## src/rtl/mwf_pkg.sv

```systemverilog
// Shared constants for the monitor warning flag bank.
`default_nettype none
package mwf_pkg;
    // ------------------------------------------------------------------
    // Channels and data widths
    // ------------------------------------------------------------------
    localparam int          NUM_CH    = 6;
    localparam int          RESULT_W  = 16;
    localparam int          CH_W      = 3;
    localparam logic [2:0]  CH_TEMP   = 3'h0;
    localparam logic [2:0]  CH_SUPPLY = 3'h1;
    localparam logic [2:0]  CH_EXT_A  = 3'h2;
    localparam logic [2:0]  CH_EXT_B  = 3'h3;
    localparam logic [2:0]  CH_EXT_C  = 3'h4;
    localparam logic [2:0]  CH_EXT_D  = 3'h5;
    // ------------------------------------------------------------------
    // Register map
    // ------------------------------------------------------------------
    localparam int          ADDR_W        = 12;
    localparam logic [7:0]  IDX_PRIMARY   = 8'h74;
    localparam logic [7:0]  IDX_SECONDARY = 8'h75;
    localparam logic [11:0] ADDR_PRIMARY  = {2'h0, IDX_PRIMARY, 2'h0};
    localparam logic [11:0] ADDR_SECONDARY = {2'h0, IDX_SECONDARY, 2'h0};
    localparam logic [11:0] ADDR_CONTROL  = 12'h000;
    // ------------------------------------------------------------------
    // Field positions
    // ------------------------------------------------------------------
    localparam int BIT_TEMPERATURE_HIGH_WARNING = 7;
    localparam int BIT_TEMPERATURE_LOW_WARNING = 6;
    localparam int BIT_SUP_HI  = 5;
    localparam int BIT_SUP_LO  = 4;
    localparam int BIT_EXTA_HI = 3;
    localparam int BIT_EXTA_LO = 2;
    localparam int BIT_EXTB_HI = 1;
    localparam int BIT_EXTB_LO = 0;
    localparam int BIT_EXTC_HI = 7;
    localparam int BIT_EXTC_LO = 6;
    localparam int BIT_EXTD_HI = 5;
    localparam int BIT_EXTD_LO = 4;
    localparam int BIT_UPDATE_EN = 0;
    // ------------------------------------------------------------------
    // Reset values
    // ------------------------------------------------------------------
    localparam logic [7:0] RST_PRIMARY   = 8'h10;
    localparam logic [7:0] RST_SECONDARY = 8'h00;
    localparam logic [7:0] RST_CONTROL   = 8'h01;
endpackage
`default_nettype wire

```

## src/rtl/mwf_conv_if.sv

```systemverilog
// Conversion result carrier from the top level to the channel flag cells.
`default_nettype none
interface mwf_conv_if #(
    parameter int W = mwf_pkg::RESULT_W
);
    logic             valid;
    logic [2:0]       channel;
    logic [W-1:0]     result;

    modport src  (output valid, output channel, output result);
    modport sink (input valid, input channel, input result);
endinterface
`default_nettype wire

```

## src/rtl/mwf_warning_top.sv

```systemverilog
// Warning flag register bank for temperature, supply and external monitors.
`default_nettype none
// Summary of operation
// - Temperature high flag is set when the last result is above its high threshold and cleared otherwise.
// - Temperature low flag is set when the last result is below its low threshold and cleared otherwise.
// - Supply high flag is set when the last supply result is above its high threshold and cleared otherwise.
// - Supply low flag is forced to one while the supply is under the power-on trip level.
// - Supply low flag clears itself when a supply conversion ends above the low threshold.
// - After reset the primary register holds only the supply low flag and reads 10h.
// - Monitor A high flag follows whether its last result is above its high threshold.
// - Monitor A low flag follows whether its last result is below its low threshold.
// - Monitor B high flag follows whether its last result is above its high threshold.
// - Monitor B low flag follows whether its last result is below its low threshold.
// - Monitor C high flag sits in bit 7 of the secondary register and follows its high compare.
// - Monitor C low flag follows whether its last result is below its low threshold.
// - Monitor D high flag follows whether its last result is above its high threshold.
// - Monitor D low flag follows whether its last result is below its low threshold.
module mwf_warning_top (
    input  wire logic                                  core_clk,
    input  wire logic                                  srst,
    input  wire logic                                  psel,
    input  wire logic                                  penable,
    input  wire logic                                  pwrite,
    input  wire logic [mwf_pkg::ADDR_W-1:0]            paddr,
    input  wire logic [31:0]                           pwdata,
    input  wire logic [3:0]                            pstrb,
    output logic                                       pready,
    output logic [31:0]                                prdata,
    output logic                                       pslverr,
    input  wire logic                                  convValid,
    input  wire logic [mwf_pkg::CH_W-1:0]              convChannel,
    input  wire logic [mwf_pkg::RESULT_W-1:0]          convResult,
    input  wire logic [mwf_pkg::NUM_CH-1:0][mwf_pkg::RESULT_W-1:0]
                                                       highThresh,
    input  wire logic [mwf_pkg::NUM_CH-1:0][mwf_pkg::RESULT_W-1:0]
                                                       lowThresh,
    input  wire logic                                  powerOnAnalogTrip,
    output logic [7:0]                                 warningFlagsPrimary,
    output logic [7:0]                                 warningFlagsSecondary
);
    import mwf_pkg::*;

    // ------------------------------------------------------------------
    // Declarations
    // ------------------------------------------------------------------
    logic [NUM_CH-1:0] flagHigh;
    logic [NUM_CH-1:0] flagLow;
    logic [7:0]        control_q;
    logic              updateEn;
    logic              addrHit;
    logic              addrWritable;
    logic [31:0]       readValue;
    logic              writeStrobe;
    logic [7:0]        primaryValue;
    logic [7:0]        secondaryValue;

    logic              temperatureHighWarning;
    logic              temperatureLowWarning;
    logic              supplyHighWarning;
    logic              supplyLowWarning;
    logic              extMonitorAHighWarning;
    logic              extMonitorALowWarning;
    logic              extMonitorBHighWarning;
    logic              extMonitorBLowWarning;
    logic              extMonitorCHighWarning;
    logic              extMonitorCLowWarning;
    logic              extMonitorDHighWarning;
    logic              extMonitorDLowWarning;

    mwf_conv_if #(.W(RESULT_W)) convBus ();

    assign convBus.valid   = convValid;
    assign convBus.channel = convChannel;
    assign convBus.result  = convResult;

    assign updateEn = control_q[BIT_UPDATE_EN];

    // ------------------------------------------------------------------
    // Channel flag cells
    // ------------------------------------------------------------------
    // Only the supply cell sees the trip level; the others never force.
    for (genvar i = 0; i < NUM_CH; i++) begin : g_chan
        mwf_chan_flags #(
            .CHANNEL   (CH_W'(i)),
            .W         (RESULT_W),
            .LOW_RESET (RST_PRIMARY[BIT_SUP_LO] && (i == int'(CH_SUPPLY)))
        ) u_flags (
            .core_clk   (core_clk),
            .srst       (srst),
            .conv       (convBus.sink),
            .updateEn   (updateEn),
            .highThresh (highThresh[i]),
            .lowThresh  (lowThresh[i]),
            .forceLow   ((i == int'(CH_SUPPLY)) && powerOnAnalogTrip),
            .highWarn   (flagHigh[i]),
            .lowWarn    (flagLow[i])
        );
    end

    assign temperatureHighWarning = flagHigh[CH_TEMP];
    assign temperatureLowWarning  = flagLow[CH_TEMP];
    assign supplyHighWarning      = flagHigh[CH_SUPPLY];
    assign supplyLowWarning       = flagLow[CH_SUPPLY];
    assign extMonitorAHighWarning = flagHigh[CH_EXT_A];
    assign extMonitorALowWarning  = flagLow[CH_EXT_A];
    assign extMonitorBHighWarning = flagHigh[CH_EXT_B];
    assign extMonitorBLowWarning  = flagLow[CH_EXT_B];
    assign extMonitorCHighWarning = flagHigh[CH_EXT_C];
    assign extMonitorCLowWarning  = flagLow[CH_EXT_C];
    assign extMonitorDHighWarning = flagHigh[CH_EXT_D];
    assign extMonitorDLowWarning  = flagLow[CH_EXT_D];

    // ------------------------------------------------------------------
    // Register images
    // ------------------------------------------------------------------
    always_comb begin
        primaryValue              = 8'h00;
        primaryValue[BIT_TEMPERATURE_HIGH_WARNING] = temperatureHighWarning;
        primaryValue[BIT_TEMPERATURE_LOW_WARNING] = temperatureLowWarning;
        primaryValue[BIT_SUP_HI]  = supplyHighWarning;
        primaryValue[BIT_SUP_LO]  = supplyLowWarning;
        primaryValue[BIT_EXTA_HI] = extMonitorAHighWarning;
        primaryValue[BIT_EXTA_LO] = extMonitorALowWarning;
        primaryValue[BIT_EXTB_HI] = extMonitorBHighWarning;
        primaryValue[BIT_EXTB_LO] = extMonitorBLowWarning;
    end

    // Reserved low nibble stays at its zero default.
    always_comb begin
        secondaryValue              = RST_SECONDARY;
        secondaryValue[BIT_EXTC_HI] = extMonitorCHighWarning;
        secondaryValue[BIT_EXTC_LO] = extMonitorCLowWarning;
        secondaryValue[BIT_EXTD_HI] = extMonitorDHighWarning;
        secondaryValue[BIT_EXTD_LO] = extMonitorDLowWarning;
    end

    assign warningFlagsPrimary   = primaryValue;
    assign warningFlagsSecondary = secondaryValue;

    // ------------------------------------------------------------------
    // Register bus
    // ------------------------------------------------------------------
    always_comb begin
        addrHit      = 1'b1;
        addrWritable = 1'b0;
        readValue    = 32'h0000_0000;
        unique case (paddr)
            ADDR_PRIMARY: begin
                readValue = {24'h00_0000, primaryValue};
            end
            ADDR_SECONDARY: begin
                readValue = {24'h00_0000, secondaryValue};
            end
            ADDR_CONTROL: begin
                readValue    = {24'h00_0000, control_q};
                addrWritable = 1'b1;
            end
            default: begin
                addrHit = 1'b0;
            end
        endcase
    end

    // Only the update enable bit is implemented; other control bits read 0.
    always_ff @(posedge core_clk) begin
        if (srst) begin
            control_q <= RST_CONTROL;
        end else if (writeStrobe && pstrb[0]) begin
            control_q <= {7'h00, pwdata[BIT_UPDATE_EN]};
        end
    end

    mwf_apb_slave u_apb (
        .core_clk     (core_clk),
        .srst         (srst),
        .psel         (psel),
        .penable      (penable),
        .pwrite       (pwrite),
        .addrHit      (addrHit),
        .addrWritable (addrWritable),
        .readValue    (readValue),
        .pready       (pready),
        .prdata       (prdata),
        .pslverr      (pslverr),
        .writeStrobe  (writeStrobe)
    );
endmodule // mwf_warning_top
`default_nettype wire

```

## src/rtl/mwf_chan_flags.sv

```systemverilog
// High and low warning flag pair for one monitored channel.
`default_nettype none
module mwf_chan_flags
    import mwf_pkg::*;
#(
    parameter logic [2:0] CHANNEL   = 3'h0,
    parameter int         W         = RESULT_W,
    parameter logic       LOW_RESET = 1'b0
) (
    input  wire logic         core_clk,
    input  wire logic         srst,
    mwf_conv_if.sink          conv,
    input  wire logic         updateEn,
    input  wire logic [W-1:0] highThresh,
    input  wire logic [W-1:0] lowThresh,
    input  wire logic         forceLow,
    output var  logic         highWarn,
    output var  logic         lowWarn
);
    logic hit;

    assign hit = conv.valid && (conv.channel == CHANNEL) && updateEn;

    // Equal to the threshold counts as inside the band for both flags.
    always_ff @(posedge core_clk) begin
        if (srst) begin
            highWarn <= 1'b0;
        end else if (hit) begin
            highWarn <= conv.result > highThresh;
        end
    end

    // The force term wins over a conversion that would clear the flag.
    always_ff @(posedge core_clk) begin
        if (srst) begin
            lowWarn <= LOW_RESET;
        end else if (forceLow) begin
            lowWarn <= 1'b1;
        end else if (hit) begin
            lowWarn <= conv.result < lowThresh;
        end
    end
endmodule // mwf_chan_flags
`default_nettype wire

```

## src/rtl/mwf_apb_slave.sv

```systemverilog
// APB slave front end with registered read data and zero wait states.
`default_nettype none
module mwf_apb_slave
    import mwf_pkg::*;
(
    input  wire logic              core_clk,
    input  wire logic              srst,
    input  wire logic              psel,
    input  wire logic              penable,
    input  wire logic              pwrite,
    input  wire logic              addrHit,
    input  wire logic              addrWritable,
    input  wire logic [31:0]       readValue,
    output logic                   pready,
    output var  logic [31:0]       prdata,
    output var  logic              pslverr,
    output logic                   writeStrobe
);
    logic setupPhase;
    logic accessPhase;
    logic errorSeen;

    assign setupPhase  = psel && !penable;
    assign accessPhase = psel && penable;
    assign pready      = accessPhase;
    assign pslverr     = accessPhase && errorSeen;
    assign writeStrobe = accessPhase && pwrite && !errorSeen;

    // Read data is captured in the setup cycle so it leaves a flip-flop.
    always_ff @(posedge core_clk) begin
        if (srst) begin
            prdata <= 32'h0000_0000;
        end else if (setupPhase) begin
            prdata <= (addrHit && !pwrite) ? readValue : 32'h0000_0000;
        end
    end

    always_ff @(posedge core_clk) begin
        if (srst) begin
            errorSeen <= 1'b0;
        end else if (setupPhase) begin
            errorSeen <= !addrHit || (pwrite && !addrWritable);
        end
    end
endmodule // mwf_apb_slave
`default_nettype wire

```

## config.mk

```make
export PLATFORM = sky130hd
export DESIGN_NAME = mwf_warning_top
export DESIGN_NICKNAME = d
export VERILOG_FILES = /design/src/rtl/mwf_pkg.sv /design/src/rtl/mwf_conv_if.sv /design/src/rtl/mwf_warning_top.sv /design/src/rtl/mwf_chan_flags.sv /design/src/rtl/mwf_apb_slave.sv
export SDC_FILE = /design/constraint.sdc
export NUM_CORES = 1
export LEC_CHECK = 0
export BUFFER_PORTS_ARGS = -buffer_cell sky130_fd_sc_hd__buf_2
export CAP_MARGIN = 10
export CORE_MARGIN = 2
export CORE_UTILIZATION = 43
export CTS_CLUSTER_DIAMETER = 120
export DETAILED_ROUTE_END_ITERATION = 8
export PLACE_DENSITY = 0.91
export RECOVER_POWER = 100
export SYNTH_ARGS = -nofsm -noshare
export SYNTH_HDL_FRONTEND = slang
export SYNTH_SLANG_ARGS = --single-unit
export TNS_END_PERCENT = 5
```

## constraint.sdc

```tcl
create_clock -name core_clk -period 1.58 [get_ports core_clk]
set_input_delay 0.158 -clock core_clk [delete_from_list [all_inputs] [get_ports core_clk]]
set_output_delay 0.158 -clock core_clk [all_outputs]
set_load 0.01 [all_outputs]
```

Word-level counts from Yosys, hierarchy flattened
Cells that the tools add are included.
- add/sub/neg operators: 0
- multiply operators: 0
- div/mod/pow operators: 0
- order comparisons: 12
- equal/unequal tests: 7
- shifts and indexed selects: 0
- multiplexer cells: 4
- bitwise operators: 0
- reduce and logical (&&, ||, !) cells: 30
- operators with widths (cell ; count):
    $gt A16 B16 Y1 ; 6
    $lt A16 B16 Y1 ; 6
    $eq A12 B9 Y1 const B ; 2
    $pmux W8 S3 ; 1
    $logic_and A1 B1 Y1 ; 20
    $logic_not A12 Y1 ; 1
    $mux W8 ; 1
    $eq A3 B2 Y1 const B ; 2
    $eq A3 B3 Y1 const B ; 2
    $logic_not A1 Y1 ; 5
    $eq A3 B1 Y1 const B ; 1
    $logic_not A3 Y1 ; 1
    $reduce_or A3 Y1 ; 1
    $mux W1 ; 2
    $reduce_or A2 Y1 ; 1
    $logic_or A1 B1 Y1 ; 1
- flip-flop bits (word level): 46
- bits in latches: 0
- RAM bits: 0
- bits in read-only memories: 0
- bits of input ports: 266
- output and inout bits: 50
- word-level logic and storage cells: 68
- memories: 0

Longest topological paths before layout
Gate-level depths: netlist (run 1).
- depth in word-level cells: 5
- depth in mapped cells: 7
- gate-level depth less buffers: 7

Hierarchy
Synthesis (run 1) repeated with hierarchy kept, for this count alone.
- cell total of the unflattened synthesis: 838
- area total of the unflattened synthesis: 6695.2 µm²
- modules (own cells, without submodules) (module ; instances ; cells an instance ; area an instance (µm²) ; seq. area each (µm²)):
    mwf_apb_slave ; 1 ; 82 ; 1073.5 ; 660.6
    mwf_chan_flags at g_chan[4].u_flags ; 1 ; 118 ; 887.1 ; 40.0
    mwf_chan_flags at g_chan[5].u_flags ; 1 ; 118 ; 884.6 ; 40.0
    mwf_chan_flags at g_chan[3].u_flags ; 1 ; 118 ; 882.1 ; 40.0
    mwf_chan_flags at g_chan[1].u_flags ; 1 ; 119 ; 870.8 ; 40.0
    mwf_chan_flags at g_chan[0].u_flags ; 1 ; 118 ; 868.3 ; 40.0
    mwf_chan_flags at g_chan[2].u_flags ; 1 ; 120 ; 857.1 ; 40.0
    mwf_warning_top ; 1 ; 45 ; 371.6 ; 20.0

Least setup slack after synthesis (run 1)
Ideal clock, no wire load.
- kind: input-to-reg
- start: in highThresh[31] (netlist bit)
- end: reg g_chan[1].u_flags.highWarn
- setup time: 0.126 ns
- data arrival time: 1.431 ns
- data required time: 1.454 ns
- slack: 0.023 ns
- cell stages on the path: 7
- path buffers: 0
- path through: inv_1 -> ha_1 -> nand4_2 -> or4_4 -> nor3_2 -> a211o_1 -> a21oi_2
- word-level cells in the longest chain between the ends: 1
- ends and longest elaborated chain (element ; RTL line ; source):
    from (decl) ; mwf_warning_top.sv:34 ; highThresh,
    $gt A16 B16 Y1 ; mwf_chan_flags.sv:29 ; highWarn <= conv.result > highThresh;
    to (signal assigned) ; mwf_chan_flags.sv:29 ;
    to (decl) ; mwf_chan_flags.sv:17 ; output var logic highWarn,
Every way passes these cells.
A chain may end at the register's enable or synchronous reset.

Worst setup path in the final report (run 1)
- start: in convResult[15] (netlist bit)
- end: reg g_chan[2].u_flags.lowWarn
- word-level cells in the longest chain between the ends: 1
- ends and longest elaborated chain (element ; RTL line ; source):
    from (decl) ; mwf_warning_top.sv:32 ; input wire logic [mwf_pkg::RESULT_W-1:0] convResult,
    $lt A16 B16 Y1 ; mwf_chan_flags.sv:40 ; lowWarn <= conv.result < lowThresh;
    to (signal assigned) ; mwf_chan_flags.sv:40 ;
    to (decl) ; mwf_chan_flags.sv:18 ; output var logic lowWarn
Every way passes these cells.

==> results of run 1 <==
==> worst min-delay path, delay by kind of cell <==
| kind | cells | cell delay [ps] |
|---|---|---|
| buffers and inverters | 1 | 80 |
| AO/OA/AOI/OAI | 2 | 90 |
==> cell families after synthesis <==
family / after synthesis
other cells: 1
compound gates: 176
fa+ha+maj: 186
flops: 22
buf+inv: 231
simple gates: 177
==> where the power goes <==
part | switching [mW] | total [mW] | internal, mW
Clock | 0.234 | 0.622 | 0.388
Sequential | 0.0116 | 0.576 | 0.564
Combinational | 0.944 | 1.76 | 0.812
Total | 1.19 | 2.95 | 1.76
==> cell type report <==
class	instances	area [µm²]
clock buffers	4	88.8
fillers	1245	5460
inverters	189	713
multi-input cells	567	4620
flip-flops and latches	22	442
well taps	176	220
repair buffers	325	1800
==> cells in the mapped netlist (3+ instances only) <==
library cell,instances
nor2b_1,5
nand3_1,18
a21oi_1,63
a32o_1,3
o41ai_1,3
nand2b_1,8
nand4_1,26
nand2_1,52
o211ai_1,4
buf_4,40
nor4_1,6
a211oi_1,17
and4_1,5
o21ai_0,34
a32oi_1,3
dfxtp_1,22
nor3_1,8
a21o_1,13
nor2_1,26
inv_1,189
ha_1,186
a2111oi_0,6
==> path summary, 6_finish.rpt <==
kind	start	end	slack (ps)	cells after the start
setup / recovery	convResult[15]	g_chan[2].u_flags.lowWarn$_SDFFE_PP0P_	2	7
hold / removal	powerOnAnalogTrip	g_chan[1].u_flags.lowWarn$_SDFFE_PP1P_	80	3
setup reg to reg	control_q[0]$_SDFFE_PP1P_	g_chan[2].u_flags.lowWarn$_SDFFE_PP0P_	40	5
hold reg to reg	u_apb.prdata[5]$_SDFFE_PP0P_	u_apb.prdata[5]$_SDFFE_PP0P_	450	2
==> metrics by stage <==
step / hold slack (ps) / utilization / area [µm²]
floorplan: 254 / - / 6030
global placement: 351 / 0.581 / 7750
detailed placement: 354 / 0.581 / 7750
CTS: 86.6 / 0.589 / 7870
global route: 108 / 0.591 / 7880
finish: 84.1 / 0.591 / 7880
==> state kept, by name, indices dropped and copies added, names as in the netlist <==
signal	cells
g_chan.u_flags.lowWarn	6
u_apb.errorSeen	1
control_q	1
u_apb.prdata	8
g_chan.u_flags.highWarn	6
==> repair_timing <==
action,in CTS,in global routing
setup buffers,0,0
endpoints found under the setup margin,3,10
pin swaps,4,6
hold buffers,0,0
resized for setup,5,24
==> routing by layer <==
| layer | vias to the layer above | part of all wire | GRT usage |
|---|---|---|---|
| li1 | 3355 | - | - |
| met1 | 3126 | 0.42 | 0.361 |
| met2 | 361 | 0.46 | 0.502 |
| met3 | 53 | 0.085 | 0.0357 |
| met4 | 0 | 0.029 | 0.0884 |
| met5 | - | 0 | 0 |
==> impl_metrics.toml, run 1 <==
[run_status]
status = "complete, no violations"

[layout]
fin_nets = 1560
layout-drive-gt1-share = 0.300
areaGrowthSynthToFinish_pct = 32.9
layout_commonest_cell = "buf_2"
diodes = 0
fin_cells = 1283
layout_common_cells = "buf_2 (225), inv_1 (188), ha_1 (185)"

[logic_synthesis]
synth_top_area_frac = 0.392
ys_types = 64
synth_area_um2 = 5930
syn_inst = 793
syn_avg_cell_area_um2 = 7.48
synth_compound_area_frac = 0.195
synth_edf_count = 0
synthAdderAreaFrac = 0.392
ys_ff_latch = 22
synth_ff_type = "dfxtp_1"
yosys_warnings = 0
synth_xor_area_frac = 0
synth_seq_area_share = 0.0743
synthMuxAreaShare = 0
synth.largest_area_cell = "ha_1"
synth_simple_gate_area_frac = 0.165
synthArstFlopShare = 0
synth.top_cells.by_area = "ha_1 (39%), inv_1 (12%), dfxtp_1 (7.4%)"
synth_top_family_by_area = "adder cells"

[placed_design]
gp_congestion = 0.969
port-buffer-count = 253
place_ws_ps = -352
placed_cells = 1279
hpwl_mm = 18.9

[global_route]
grt_pass1_vias = 6752
grt_usage = 0.285
grt_pass1_wl_mm = 32.7
grt_max_degree = 15
grt_overflow_total = 0
antenna_found_initial = 0

[worst_hold_path]
hp-class = "in -> reg"

[timing]
fmax_mhz = 634
fin_skew_ps = 2.21
drv_slew = 0
worst_slack_ps = 1.67
grt_setup_unrepaired = "yes"
tightest_slew_ps = 657
tns_ps = 0
setup_viol_count_final = 0
fin_crit_sh = 0.999
slew_headroom = 0.560
fin_crit_ps = 1580
hold_viol = 0

[drt]
viasPerCell = 5.37
drt_iter0_drc = 392
wl_per_cell_um = 17.0
ant_nets = 0
drc = 0
firstDrtPassIters = 5
vias = 6895
drt-total-wl_mm = 21.8

[clocking]
clock-sinks = 22
cts_buffers = 3
cts_tree = "built"
clock_path_buffers = 2
clk_pin_slew_ps = 70
clock_latency_ps = 260
cts_root_buffer = "clkbuf_16"
htreeDepth = 1

[floorplanning]
row_count = 42
die_x_um = 121
coreArea_um2 = 13300
dieArea_um2 = 14700
ios = 316
die_h_um = 121
start_util = 0.444

[power_and_ir_drop]
power_mw = 2.95
p_per_area_nw_per_um2 = 375
ir_worst_vdd_uv = 304
total_leakage_power_nw = 4.65

[setup_path]
crit_fanout = 4
cp-end-kind = "register"
crit_path_start_kind = "primary input"
cp.required_ps = 1730
max_stage_delay_ps = 560
critical_path_class = "in -> reg"
crit_family = "simple AND/OR/NAND/NOR gates"
path_cells = "buf_2 > buf_4 > ha_1 > nand4_1 > or4_4 > o21ai_2 > o32ai_2"
worst-path-buf-inv = 2
critical_path_arrival_ps = 1720
crit_slowest_cell = "or4_4"

[run]
cap_violations = 0
Power figures use the tool's default switching activity.
==> run 2: changes to the inputs <==
==> constraint.sdc (replaced) <==
create_clock -name core_clk -period 1.4 [get_ports core_clk]
set_input_delay 0.14 -clock core_clk [delete_from_list [all_inputs] [get_ports core_clk]]
set_output_delay 0.14 -clock core_clk [all_outputs]
set_load 0.01 [all_outputs]
==> run 2 against run 1 <==
Effect of this change:
- the run now ends with setup timing left
- combinational power is 31% higher
- first-iteration DRC count shrank 11%
- routed wire length is 6.1% higher
- sequential power rose by 13%
- sequential share of layout area is 0.58 points lower
- setup slack got worse by 76 ps
- final cell count grew 1.2%
- die area did not move
- clock power rose by 11%
- total power up 23%
- register-to-register slack hardly changed
- flip-flop and latch count is the same
- critical path type unchanged
- largest cell class unchanged
==> impl_metrics.toml, run 2 (synthesized netlist as in run 1, its figures left out) <==
[timing]
hold_viol = 0
drv_slew = 0
setup_viol_count_final = 9
holdWs_ps = 81.2
fin_crit_ps = 1470
tightest_slew_ps = 543
worst_slack_ps = -74.3
slew_headroom = 0.636
fin_crit_sh = 1.05
fmax_mhz = 678
fin_skew_ps = 5.18
grt_setup_unrepaired = "yes"

[layout]
layout-drive-gt1-share = 0.372
design_area_um2 = 8790
nFillCells = 1125
layout_common_cells = "buf_2 (215), inv_1 (180), ha_1 (151)"
utilization = 0.659
max_flop_register = "u_apb.prdata"
fin_nets = 1575
layout_commonest_cell = "buf_2"
fin_cells = 1299
largestRegisters = "u_apb.prdata (8), g_chan.u_flags.highWarn (6), g_chan.u_flags.lowWarn (6)"
areaGrowthSynthToFinish_pct = 48.3
largest_register_ffs = 8

[run]
cap_violations = 0

[setup_path]
critical_path_arrival_ps = 1610
reg2reg_from = "control_q[0]$_SDFFE_PP1P_"
cp-end-kind = "register"
crit_fanout = 12
r2r_cells = 5
crit_path_start_kind = "primary input"
critical_path_class = "in -> reg"
startpoint = "convResult[7]"
cp.required_ps = 1540

[drt]
drt-total-wl_mm = 23.1
wl_per_cell_um = 17.8
firstDrtPassIters = 7
ant_nets = 0
viasPerCell = 5.36
drc = 0
drt_iter0_drc = 347
vias = 6959

[placed_design]
place_ws_ps = -579
port-buffer-count = 253
placed_cells = 1289
gp_congestion = 1.00
place_area_um2 = 8010
hpwl_mm = 19.1

[power_and_ir_drop]
ir_worst_vdd_uv = 279
total_leakage_power_nw = 4.83
p_per_area_nw_per_um2 = 414

[clocking]
clk_pin_slew_ps = 60
cts_tree = "built"
cts_root_buffer = "clkbuf_16"
clock_path_buffers = 2
clock_latency_ps = 260
htreeDepth = 1
clock-sinks = 22
cts_buffers = 3

[global_route]
grt_pass1_wl_mm = 33.6
grt_overflow_total = 0
antenna_found_initial = 1
grt_usage = 0.292
grt_max_degree = 15
grt_pass1_vias = 6941

[worst_hold_path]
min_from = "powerOnAnalogTrip"
hp-class = "in -> reg"
hold_depth = 3

[floorplanning]
start_util = 0.444
coreArea_um2 = 13300
die_x_um = 121
dieArea_um2 = 14700
ios = 316
die_h_um = 121
row_count = 42

[run_status]
failed_checks = "setup timing"
status = "finished with violations"
## run 2: cell type report
cell class / instances / area [µm²] / area share
repair buffers: 340 / 2090 / 0.237
diodes: 1 / 2.50 / 0.000285
flip-flops and latches: 22 / 442 / 0.0502
well taps: 176 / 220 / 0.0250
inverters: 189 / 721 / 0.0819
clock buffers: 4 / 88.8 / 0.0101
multi-input cells: 567 / 5230 / 0.595
## run 2: power by group
part           leakage, nW  switching, mW  internal (mW)
logic                 4.61           1.19           1.11
clock network       0.0442          0.255          0.437
registers            0.177         0.0122          0.637
## run 2: per-stage QoR
stage          setup TNS, ps  power (mW)
2_1_floorplan          -21.2        1.72
3_3_place_gp           -4790        2.54
3_5_place_dp           -5050        2.64
4_1_cts                 -487        3.41
5_1_grt                 -905        3.94
6_report                -297        3.64
## run 2: worst paths after layout
kind                                            endpoint  slack (ps)
setup / recovery  g_chan[2].u_flags.lowWarn$_SDFFE_PP0P_         -70
hold / removal    g_chan[1].u_flags.lowWarn$_SDFFE_PP1P_          80
setup reg to reg  g_chan[4].u_flags.lowWarn$_SDFFE_PP0P_          40
hold reg to reg             u_apb.prdata[7]$_SDFFE_PP0P_         460
## run 2: worst max-delay path: stages
cell and delay [ps]:
buf_4 190, ha_1 340, nand4_1 160, or4_4 560
o21ai_2 130, o32ai_2 80
## run 2: what timing repair did
action / 4_1_cts / 5_1_grt
endpoints found under the setup margin: 11 / 12
hold endpoints to repair: 0 / 0
setup buffers: 0 / 6
resized for setup: 51 / 75
hold buffers: 0 / 0
pin swaps: 18 / 35
## run 2: routing by layer
layer	routed length [µm]	share of wire	global-route usage	vias up
met2	11100	0.48	0.521	356
li1	-	-	-	3386
met4	887	0.038	0.122	0
met5	0	0	0	-
met1	9420	0.41	0.349	3141
met3	1720	0.074	0.0409	76
